File: src/shared/led_status_pkg.sv
package led_status_pkg;

  // ----------------------------------------------------------------
  // Clock and timing
  // ----------------------------------------------------------------
  localparam int unsigned CLK_HZ = 200_000_000;
  localparam int unsigned MS_PER_S = 1000;
  localparam int unsigned TICK_CYCLES = CLK_HZ / MS_PER_S;
  localparam int unsigned BLINK_HALF_MS = 200;
  localparam int unsigned FLASH_ON_MS = 200;
  localparam int unsigned FLASH_GAP_MS = 200;
  localparam int unsigned FLASH_LONG_OFF_MS = 1000;
  localparam int unsigned SINGLE_PERIOD_MS = FLASH_ON_MS + FLASH_LONG_OFF_MS;
  localparam int unsigned DOUBLE_PERIOD_MS = 2 * FLASH_ON_MS + FLASH_GAP_MS + FLASH_LONG_OFF_MS;

  // ----------------------------------------------------------------
  // APB register map
  // ----------------------------------------------------------------
  localparam logic [7:0] CTRL_OFS = 8'h00;
  localparam logic [7:0] STATUS_OFS = 8'h04;
  localparam logic [7:0] IRQ_STAT_OFS = 8'h08;
  localparam logic [7:0] IRQ_EN_OFS = 8'h0c;
  localparam logic [7:0] IRQ_CLR_OFS = 8'h10;
  localparam logic [7:0] BAUD_OFS = 8'h14;

  // CTRL fields.
  localparam int CTRL_CHAN_LSB = 0;
  localparam int CTRL_CFG_BAD_BIT = 2;
  localparam int CTRL_WARN_BIT = 3;
  localparam int CTRL_BUSOFF_BIT = 4;
  localparam int CTRL_RESTART_BIT = 5;
  localparam logic [5:0] CTRL_RESET = 6'h00;

  // Interrupt bits: error indicator class change, channel state change, restart done.
  localparam int IRQ_ERR_BIT = 0;
  localparam int IRQ_RUN_BIT = 1;
  localparam int IRQ_BOOT_BIT = 2;
  localparam int IRQ_W = 3;

  // Baud rate code 0..8: 2.4k,9.6k,19.2k,38.4k,57.6k,115.2k,230.4k,460.8k,1M.
  localparam logic [3:0] BAUD_RESET = 4'h4;
  localparam logic [3:0] BAUD_MAX = 4'h8;

  // ----------------------------------------------------------------
  // Channel states and patterns
  // ----------------------------------------------------------------
  typedef enum logic [1:0]
  {
    CHAN_PREOP = 2'h0,
    CHAN_STOPPED = 2'h1,
    CHAN_OPEN = 2'h2
  } chan_t;

  typedef enum logic [4:0]
  {
    PAT_OFF = 5'h01,
    PAT_ON = 5'h02,
    PAT_BLINK = 5'h04,
    PAT_SINGLE = 5'h08,
    PAT_DOUBLE = 5'h10
  } pat_t;

  typedef enum logic [2:0]
  {
    BOOT_IDLE = 3'h1,
    BOOT_ON = 3'h2,
    BOOT_OFF = 3'h4
  } boot_t;

endpackage

File: src/core/led_status.sv
module led_status #(
  parameter int unsigned TICK_CYCLES = led_status_pkg::TICK_CYCLES
)
(
  // Clock and reset
  input wire logic pclk,
  input wire logic presetn,
  // APB slave
  input wire logic psel,
  input wire logic penable,
  input wire logic pwrite,
  input wire logic [7:0] paddr,
  input wire logic [31:0] pwdata,
  output logic [31:0] prdata,
  output logic pready,
  output logic pslverr,
  // Interface select strap and serial path control
  input wire logic ttl_sel,
  output logic shifter_en,
  output logic ttl_path,
  // Indicators
  output logic run_led_n,
  output logic err_led_n,
  output logic irq
);

  // ----------------------------------------------------------------
  // Strap synchroniser
  // ----------------------------------------------------------------
  // An undriven strap is modelled as low by the pad pull-down outside this logic.
  logic sel_s1_q;
  logic sel_s2_q;

  always_ff @(posedge pclk or negedge presetn)
  begin
    if (!presetn)
    begin
      sel_s1_q <= 1'b0;
      sel_s2_q <= 1'b0;
    end
    else
    begin
      sel_s1_q <= ttl_sel;
      sel_s2_q <= sel_s1_q;
    end
  end

  always_ff @(posedge pclk or negedge presetn)
  begin
    if (!presetn)
    begin
      shifter_en <= 1'b1;
      ttl_path <= 1'b0;
    end
    else
    begin
      shifter_en <= !sel_s2_q;
      ttl_path <= sel_s2_q;
    end
  end

  // ----------------------------------------------------------------
  // Register file
  // ----------------------------------------------------------------
  localparam int IRQ_W_L = led_status_pkg::IRQ_W;
  logic [5:0] ctrl_q;
  logic [3:0] baud_q;
  logic [IRQ_W_L-1:0] irq_stat_q;
  logic [IRQ_W_L-1:0] irq_en_q;
  logic wr_acc;
  logic rd_acc;
  logic restart_pulse;
  logic [IRQ_W_L-1:0] ev;
  logic [IRQ_W_L-1:0] clr;

  // Writes land once, in the first access cycle, so a restart is not applied twice.
  assign wr_acc = psel && penable && pwrite && !pready;
  assign rd_acc = psel && penable && !pwrite;
  assign restart_pulse = wr_acc && paddr == led_status_pkg::CTRL_OFS
    && pwdata[led_status_pkg::CTRL_RESTART_BIT];
  assign clr = (wr_acc && paddr == led_status_pkg::IRQ_CLR_OFS) ? pwdata[IRQ_W_L-1:0] : '0;

  function automatic logic known_ofs(input logic [7:0] a);
    return a == led_status_pkg::CTRL_OFS || a == led_status_pkg::STATUS_OFS
      || a == led_status_pkg::IRQ_STAT_OFS || a == led_status_pkg::IRQ_EN_OFS
      || a == led_status_pkg::IRQ_CLR_OFS || a == led_status_pkg::BAUD_OFS;
  endfunction

  always_ff @(posedge pclk or negedge presetn)
  begin
    if (!presetn)
    begin
      ctrl_q <= led_status_pkg::CTRL_RESET;
      baud_q <= led_status_pkg::BAUD_RESET;
      irq_en_q <= '0;
    end
    else if (wr_acc)
    begin
      if (paddr == led_status_pkg::CTRL_OFS)
      begin
        ctrl_q <= {1'b0, pwdata[4:0]};
      end
      if (paddr == led_status_pkg::IRQ_EN_OFS)
      begin
        irq_en_q <= pwdata[IRQ_W_L-1:0];
      end
      // Codes beyond the nine supported rates are ignored.
      if (paddr == led_status_pkg::BAUD_OFS && pwdata[3:0] <= led_status_pkg::BAUD_MAX)
      begin
        baud_q <= pwdata[3:0];
      end
    end
  end

  // ----------------------------------------------------------------
  // Millisecond timebase
  // ----------------------------------------------------------------
  logic [31:0] pre_q;
  logic tick;
  logic [10:0] ms_q;
  logic [7:0] blink_ms_q;
  logic blink_ph_q;

  assign tick = pre_q == TICK_CYCLES - 1;

  always_ff @(posedge pclk or negedge presetn)
  begin
    if (!presetn)
    begin
      pre_q <= '0;
    end
    else
    begin
      // A restart realigns the tick so every restart blink lasts a full half period.
      pre_q <= (tick || restart_pulse) ? '0 : pre_q + 32'h1;
    end
  end

  // Blink phase: 200 ms halves give 2.5 Hz.
  always_ff @(posedge pclk or negedge presetn)
  begin
    if (!presetn)
    begin
      blink_ms_q <= '0;
      blink_ph_q <= 1'b1;
    end
    else if (tick)
    begin
      if (blink_ms_q == 8'(led_status_pkg::BLINK_HALF_MS - 1))
      begin
        blink_ms_q <= '0;
        blink_ph_q <= !blink_ph_q;
      end
      else
      begin
        blink_ms_q <= blink_ms_q + 8'h1;
      end
    end
  end

  // Two ms counters: ms_q spans the 1600 ms double-flash frame, sgl_ms_q the 1200 ms single-flash frame.
  logic [10:0] sgl_ms_q;

  always_ff @(posedge pclk or negedge presetn)
  begin
    if (!presetn)
    begin
      ms_q <= '0;
      sgl_ms_q <= '0;
    end
    else if (tick)
    begin
      ms_q <= (ms_q == 11'(led_status_pkg::DOUBLE_PERIOD_MS - 1)) ? '0 : ms_q + 11'h1;
      sgl_ms_q <= (sgl_ms_q == 11'(led_status_pkg::SINGLE_PERIOD_MS - 1)) ? '0
        : sgl_ms_q + 11'h1;
    end
  end

  function automatic logic pat_lit(input led_status_pkg::pat_t p, input logic bph,
    input logic [10:0] sm, input logic [10:0] dm);
    logic r;
    r = 1'b0;
    unique case (p)
      led_status_pkg::PAT_OFF: r = 1'b0;
      led_status_pkg::PAT_ON: r = 1'b1;
      led_status_pkg::PAT_BLINK: r = bph;
      led_status_pkg::PAT_SINGLE: r = sm < 11'(led_status_pkg::FLASH_ON_MS);
      led_status_pkg::PAT_DOUBLE: r = dm < 11'(led_status_pkg::FLASH_ON_MS)
        || (dm >= 11'(led_status_pkg::FLASH_ON_MS + led_status_pkg::FLASH_GAP_MS)
        && dm < 11'(2 * led_status_pkg::FLASH_ON_MS + led_status_pkg::FLASH_GAP_MS));
      default: r = 1'b0;
    endcase
    return r;
  endfunction

  // ----------------------------------------------------------------
  // Restart blink sequence
  // ----------------------------------------------------------------
  // Blink count is baud code plus one, so every rate gives at least one blink.
  led_status_pkg::boot_t boot_q;
  logic [3:0] boot_left_q;
  logic [7:0] boot_ms_q;
  logic boot_step;

  assign boot_step = tick && boot_ms_q == 8'(led_status_pkg::BLINK_HALF_MS - 1);

  always_ff @(posedge pclk or negedge presetn)
  begin
    if (!presetn)
    begin
      boot_q <= led_status_pkg::BOOT_ON;
      boot_left_q <= led_status_pkg::BAUD_RESET;
      boot_ms_q <= '0;
    end
    else if (restart_pulse)
    begin
      boot_q <= led_status_pkg::BOOT_ON;
      boot_left_q <= baud_q;
      boot_ms_q <= '0;
    end
    else
    begin
      if (tick)
      begin
        boot_ms_q <= boot_step ? '0 : boot_ms_q + 8'h1;
      end
      unique case (boot_q)
        led_status_pkg::BOOT_IDLE: boot_q <= led_status_pkg::BOOT_IDLE;
        led_status_pkg::BOOT_ON:
        begin
          if (boot_step)
          begin
            boot_q <= led_status_pkg::BOOT_OFF;
          end
        end
        led_status_pkg::BOOT_OFF:
        begin
          if (boot_step)
          begin
            if (boot_left_q == 4'h0)
            begin
              boot_q <= led_status_pkg::BOOT_IDLE;
            end
            else
            begin
              boot_q <= led_status_pkg::BOOT_ON;
              boot_left_q <= boot_left_q - 4'h1;
            end
          end
        end
        default: boot_q <= led_status_pkg::BOOT_IDLE;
      endcase
    end
  end

  // ----------------------------------------------------------------
  // Pattern selection and outputs
  // ----------------------------------------------------------------
  led_status_pkg::pat_t run_pat;
  led_status_pkg::pat_t err_pat;
  logic [1:0] err_class;
  logic [1:0] err_class_q;
  logic [1:0] chan_q;

  always_comb
  begin
    unique case (ctrl_q[1:0])
      led_status_pkg::CHAN_STOPPED: run_pat = led_status_pkg::PAT_SINGLE;
      led_status_pkg::CHAN_OPEN: run_pat = led_status_pkg::PAT_ON;
      default: run_pat = led_status_pkg::PAT_BLINK;
    endcase
  end

  always_comb
  begin
    if (ctrl_q[led_status_pkg::CTRL_BUSOFF_BIT])
    begin
      err_pat = led_status_pkg::PAT_ON;
      err_class = 2'h3;
    end
    else if (ctrl_q[led_status_pkg::CTRL_WARN_BIT])
    begin
      err_pat = led_status_pkg::PAT_SINGLE;
      err_class = 2'h2;
    end
    else if (ctrl_q[led_status_pkg::CTRL_CFG_BAD_BIT])
    begin
      err_pat = led_status_pkg::PAT_BLINK;
      err_class = 2'h1;
    end
    else
    begin
      err_pat = led_status_pkg::PAT_OFF;
      err_class = 2'h0;
    end
  end

  always_ff @(posedge pclk or negedge presetn)
  begin
    if (!presetn)
    begin
      run_led_n <= 1'b1;
      err_led_n <= 1'b1;
    end
    else
    begin
      run_led_n <= !pat_lit(run_pat, blink_ph_q, sgl_ms_q, ms_q);
      if (boot_q != led_status_pkg::BOOT_IDLE)
      begin
        err_led_n <= !(boot_q == led_status_pkg::BOOT_ON);
      end
      else
      begin
        err_led_n <= !pat_lit(err_pat, blink_ph_q, sgl_ms_q, ms_q);
      end
    end
  end

  // ----------------------------------------------------------------
  // Interrupts
  // ----------------------------------------------------------------
  logic boot_done;
  assign boot_done = boot_q == led_status_pkg::BOOT_OFF && boot_step && boot_left_q == 4'h0
    && !restart_pulse;
  assign ev = {boot_done, chan_q != ctrl_q[1:0], err_class_q != err_class};

  always_ff @(posedge pclk or negedge presetn)
  begin
    if (!presetn)
    begin
      err_class_q <= '0;
      chan_q <= '0;
      irq_stat_q <= '0;
      irq <= 1'b0;
    end
    else
    begin
      err_class_q <= err_class;
      chan_q <= ctrl_q[1:0];
      // A new event wins over a clear written in the same cycle.
      irq_stat_q <= (irq_stat_q & ~clr) | ev;
      irq <= |(((irq_stat_q & ~clr) | ev) & irq_en_q);
    end
  end

  // ----------------------------------------------------------------
  // APB read path
  // ----------------------------------------------------------------
  always_ff @(posedge pclk or negedge presetn)
  begin
    if (!presetn)
    begin
      prdata <= '0;
      pready <= 1'b0;
      pslverr <= 1'b0;
    end
    else
    begin
      // One wait state: pready rises in the second access cycle.
      pready <= psel && penable && !pready;
      pslverr <= psel && penable && !pready && !known_ofs(paddr);
      prdata <= '0;
      if (rd_acc && !pready)
      begin
        unique case (paddr)
          led_status_pkg::CTRL_OFS: prdata <= {26'h0, ctrl_q};
          led_status_pkg::STATUS_OFS: prdata <= {24'h0, boot_q != led_status_pkg::BOOT_IDLE,
            sel_s2_q, err_class, !err_led_n, !run_led_n, ctrl_q[1:0]};
          led_status_pkg::IRQ_STAT_OFS: prdata <= {29'h0, irq_stat_q};
          led_status_pkg::IRQ_EN_OFS: prdata <= {29'h0, irq_en_q};
          led_status_pkg::BAUD_OFS: prdata <= {28'h0, baud_q};
          default: prdata <= '0;
        endcase
      end
    end
  end

  // ----------------------------------------------------------------
  // Assertions
  // ----------------------------------------------------------------
  a_busoff_lit: assert property (@(posedge pclk) disable iff (!presetn)
    (ctrl_q[4] && boot_q == led_status_pkg::BOOT_IDLE) |=> !err_led_n)
    else $error("bus off but error indicator dark");
  a_open_lit: assert property (@(posedge pclk) disable iff (!presetn)
    (ctrl_q[1:0] == 2'h2) |=> !run_led_n)
    else $error("channel open but run indicator dark");
  a_sel_path: assert property (@(posedge pclk) disable iff (!presetn)
    $rose(sel_s2_q) |=> (!shifter_en && ttl_path))
    else $error("strap high did not disable shifter");
  a_no_err_dark: assert property (@(posedge pclk) disable iff (!presetn)
    (ctrl_q[4:2] == 3'h0 && boot_q == led_status_pkg::BOOT_IDLE) |=> err_led_n)
    else $error("no error but error indicator lit");
  a_strap_low: assert property (@(posedge pclk) disable iff (!presetn)
    !sel_s2_q |=> (shifter_en && !ttl_path))
    else $error("strap low but shifter path not selected");
  a_boot_dark: assert property (@(posedge pclk) disable iff (!presetn)
    (boot_q == led_status_pkg::BOOT_OFF) |=> err_led_n)
    else $error("restart blink dark phase but error indicator lit");

endmodule

File: config.mk
export PLATFORM = sky130hd
export DESIGN_NAME = led_status
export DESIGN_NICKNAME = d
export VERILOG_FILES = /design/src/shared/led_status_pkg.sv /design/src/core/led_status.sv
export SDC_FILE = /design/constraint.sdc
export NUM_CORES = 1
export LEC_CHECK = 0
export ABC_AREA = 1
export BUFFER_PORTS_ARGS = -buffer_cell sky130_fd_sc_hd__buf_4
export CORE_MARGIN = 2
export CORE_UTILIZATION = 58
export DETAILED_ROUTE_END_ITERATION = 6
export PLACE_DENSITY_LB_ADDON = 0.2
export SETUP_SLACK_MARGIN = 0.15
export SLEW_MARGIN = 25
export SYNTH_ARGS = -nofsm -noshare
export SYNTH_HDL_FRONTEND = slang
export SYNTH_SLANG_ARGS = --single-unit
File: constraint.sdc
create_clock -name pclk -period 1.8 [get_ports pclk]
set_input_delay 0.36 -clock pclk [delete_from_list [all_inputs] [get_ports pclk]]
set_output_delay 0.36 -clock pclk [all_outputs]
set_load 0.01 [all_outputs]
==> impl_metrics.yaml <==
final_layout:
  fillers: 814
  syn_to_final_growth_pct: 16.1
  num_antenna_cells: 0
  drive_above_1_share: 0.195
  fin_nets: 870
grt:
  grt_pass1_vias: 4870
  antenna_found_initial: 0
  grt_pass1_wl_mm: 21.4
  grt_usage: 0.243
  grt_overflow_total: 0
  grt_max_degree: 44
setup_path:
  r2r_start: "pre_q[0]"
  cp.required_ns: 2.10
  startpoint_type: "flop"
  critical_path_class: "flop to flop"
  crit_fanout: 9
  r2r_slack_ns: 0.15
  end_kind: "flop"
  arrival_ns: 1.96
  rr_worst_depth: 10
  timing.rr.end: "blink_ms_q[3]"
synthesis:
  syn_avg_cell_area_um2: 7.80
  yosysUniqueCellTypes: 40
  synth_warnings: 0
  ys_seq_area_frac: 0.447
  netlist_area_mm2: 0.00579
  netlist.area_leader.share: 0.415
  netlist_top_cells_area: "dfrtp_1 41%, nand2_1 11%, nor2_1 6.5%"
  synth_top_area_cell: "dfrtp_1"
  ys_ff_latch: 103
  synthCells: 742
floorplan:
  die-area_mm2: 0.0108
  num_rows: 36
  die_y_um: 104
  die_w_um: 104
  pin_count: 85
  core-area_mm2: 0.00973
  start_util: 0.595
routing:
  drc: 0
  via_per_inst: 5.15
  vias: 4911
  detail_route.iter0.violations: 279
  ant_nets: 0
  wl_mm: 12.8
  dr.pass1.iters: 5
  wl_per_cell_um: 13.4
timing:
  timing.setup.tns_ns: 0
  setup_viol: 0
  grt_setup_unrepaired: "yes"
  holdWs_ns: 0.0864
  final.min_clock_period_ns: 1.65
  setup_slack_ns: 0.146
  fin_skew_ns: 0.00853
  maxSlewViolCount: 0
  finalHoldViolCount: 0
  period_share: 0.919
  max_freq_ghz: 0.605
clock_tree:
  cts.htree.levels: 3
  cts_tree: "yes"
  clock-sinks: 103
  max-clock-path-buffers: 2
  cts-root-buf: "clkbuf_8"
  clock_latency_ns: 0.38
  cts_made_buffers: 9
  clk_pin_slew_ns: 0.10
worst_hold_path:
  hold_path_end: "sel_s1_q"
  hold_depth: 1
  min-delay-start: "ttl_sel"
  hp-class: "input port to flop"
placement:
  globalplace.congestion: 0.951
  post-place-ws_ns: 0.0161
  place_hpwl_mm: 9.43
  io_buffers: 34
run:
  max_cap_violations: 0
power:
  powerDensity_mw_per_mm2: 645
  ir_drop_mv: 0.631
  power_leakage_uw: 0.00325
run_status:
  status: "finished, final reports clean"
-- sequential cells by signal, summed over array words and instances (netlist names), 2 cells and up --
name / flops
boot_left_q: 4
pre_q: 32
sgl_ms_q: 11
ctrl_q: 5
irq_stat_q: 3
err_class_q: 2
irq_en_q: 3
blink_ms_q: 8
chan_q: 2
boot_q: 3
boot_ms_q: 8
baud_q: 4
prdata: 8
-- stage by stage --
step	total power [uW]	cell area (um2)	util	cells
floorplan	2770	5880	-	765
global placement	2880	6220	0.640	919
detailed placement	2900	6220	0.640	919
CTS	4230	6500	0.668	943
global route	4510	6720	0.691	953
finish	4330	6720	0.691	953
-- timing repair --
action / CTS / global route
endpoints found under the setup margin: 60 / 70
hold buffers: 1 / 0
pin swaps: 4 / 1
gates resized for setup: 8 / 38
buffers inserted: 7 / 10
endpoints found under the hold margin: 5 / 0
-- cells by family (layout without fill, tap and decap cells) --
kind of cell | count (synthesis) | count (layout) | share of synthesized area
other | 1 | 24 | 0.000648
XOR/XNOR | 32 | 32 | 0.0484
adder cells (fa/ha/maj) | 9 | 9 | 0.0194
buffers and inverters | 132 | 187 | 0.108
flip-flops | 103 | 103 | 0.447
AO/OA/AOI/OAI | 66 | 66 | 0.0622
AND/OR/NAND/NOR | 399 | 399 | 0.315
-- cells in the mapped netlist --
library cell	instances
a211oi_1	1
nand3_2	6
o31ai_1	1
dfstp_2	7
a22o_1	1
nand3b_1	3
ha_1	9
o21ai_1	11
o21ai_2	2
o22ai_1	1
and2_1	1
inv_2	5
nor4_1	2
nand4_1	16
o2111ai_1	1
xor2_1	26
nand2_4	2
o21bai_1	1
dfrtp_1	96
nand3_1	49
buf_2	2
nor2_2	9
or2_2	2
nor3b_1	1
o21ai_0	31
o211ai_1	2
buf_6	5
nor3_2	4
nor2_4	6
a31oi_1	1
nand2_2	6
inv_1	96
nor2_1	100
and3_1	1
nand2_1	165
xnor2_1	6
nor3_1	26
buf_4	24
conb_1	1
a21oi_1	13
-- where the power goes --
group / switching, uW / internal [uW] / total [uW]
clock network: 819 / 510 / 1330
logic: 292 / 224 / 515
registers: 91.5 / 2390 / 2490
-- worst max-delay path by stage --
stage | startpoint | endpoint | slack (ns) | cells after the start
global placement | pre_q[0] | pre_q[30] | 0.06 | 8
floorplan | pre_q[0] | pre_q[16] | 0.29 | 10
detailed placement | pre_q[0] | pre_q[24] | 0.02 | 10
global route | pre_q[0] | boot_ms_q[0] | 0.06 | 10
CTS | pre_q[0] | blink_ph_q | 0.15 | 9
finish | pre_q[0] | blink_ms_q[3] | 0.15 | 10
-- layout by cell type (no fill, tap or decap), types with 7 or more instances in the layout --
cell        n
o21ai_0    29
o21ai_1    13
xor2_1     26
nand3_1    46
nand2_2    11
buf_4      65
nor2_2      7
dfrtp_1    95
conb_1     24
nand2_1   159
nor3_1     25
clkbuf_8    9
a21oi_1    13
inv_1      93
nor2_4     14
nand4_1    16
nor2_1     94
dfstp_2     7
-- worst max-delay path: stages, from the launching register on --
cell	delay (ns)
dfrtp_1	0.40
ha_4	0.17
nand3_4	0.12
inv_4	0.10
nand2_1	0.09
nor2_4	0.16
nand2_4	0.08
buf_12	0.15
nor2_1	0.10
nand2_1	0.06
a21oi_1	0.15
-- layer usage --
layer,up-vias,share of wire,GRT usage
met2,113,0.51,0.426
met5,-,0,0
met3,23,0.037,0.0401
met1,2328,0.43,0.300
met4,0,0.020,0.0965
li1,2447,-,-
-- final cells by class --
class | count | area, um2 | area share
flip-flops and latches | 103 | 2590 | 0.385
well taps | 133 | 166 | 0.0248
clock inverters | 6 | 46.3 | 0.00689
inverters | 101 | 387 | 0.0575
clock buffers | 10 | 128 | 0.0190
multi-input cells | 530 | 2830 | 0.421
repair buffers | 70 | 578 | 0.0860
(Power assumes the default switching activity.)
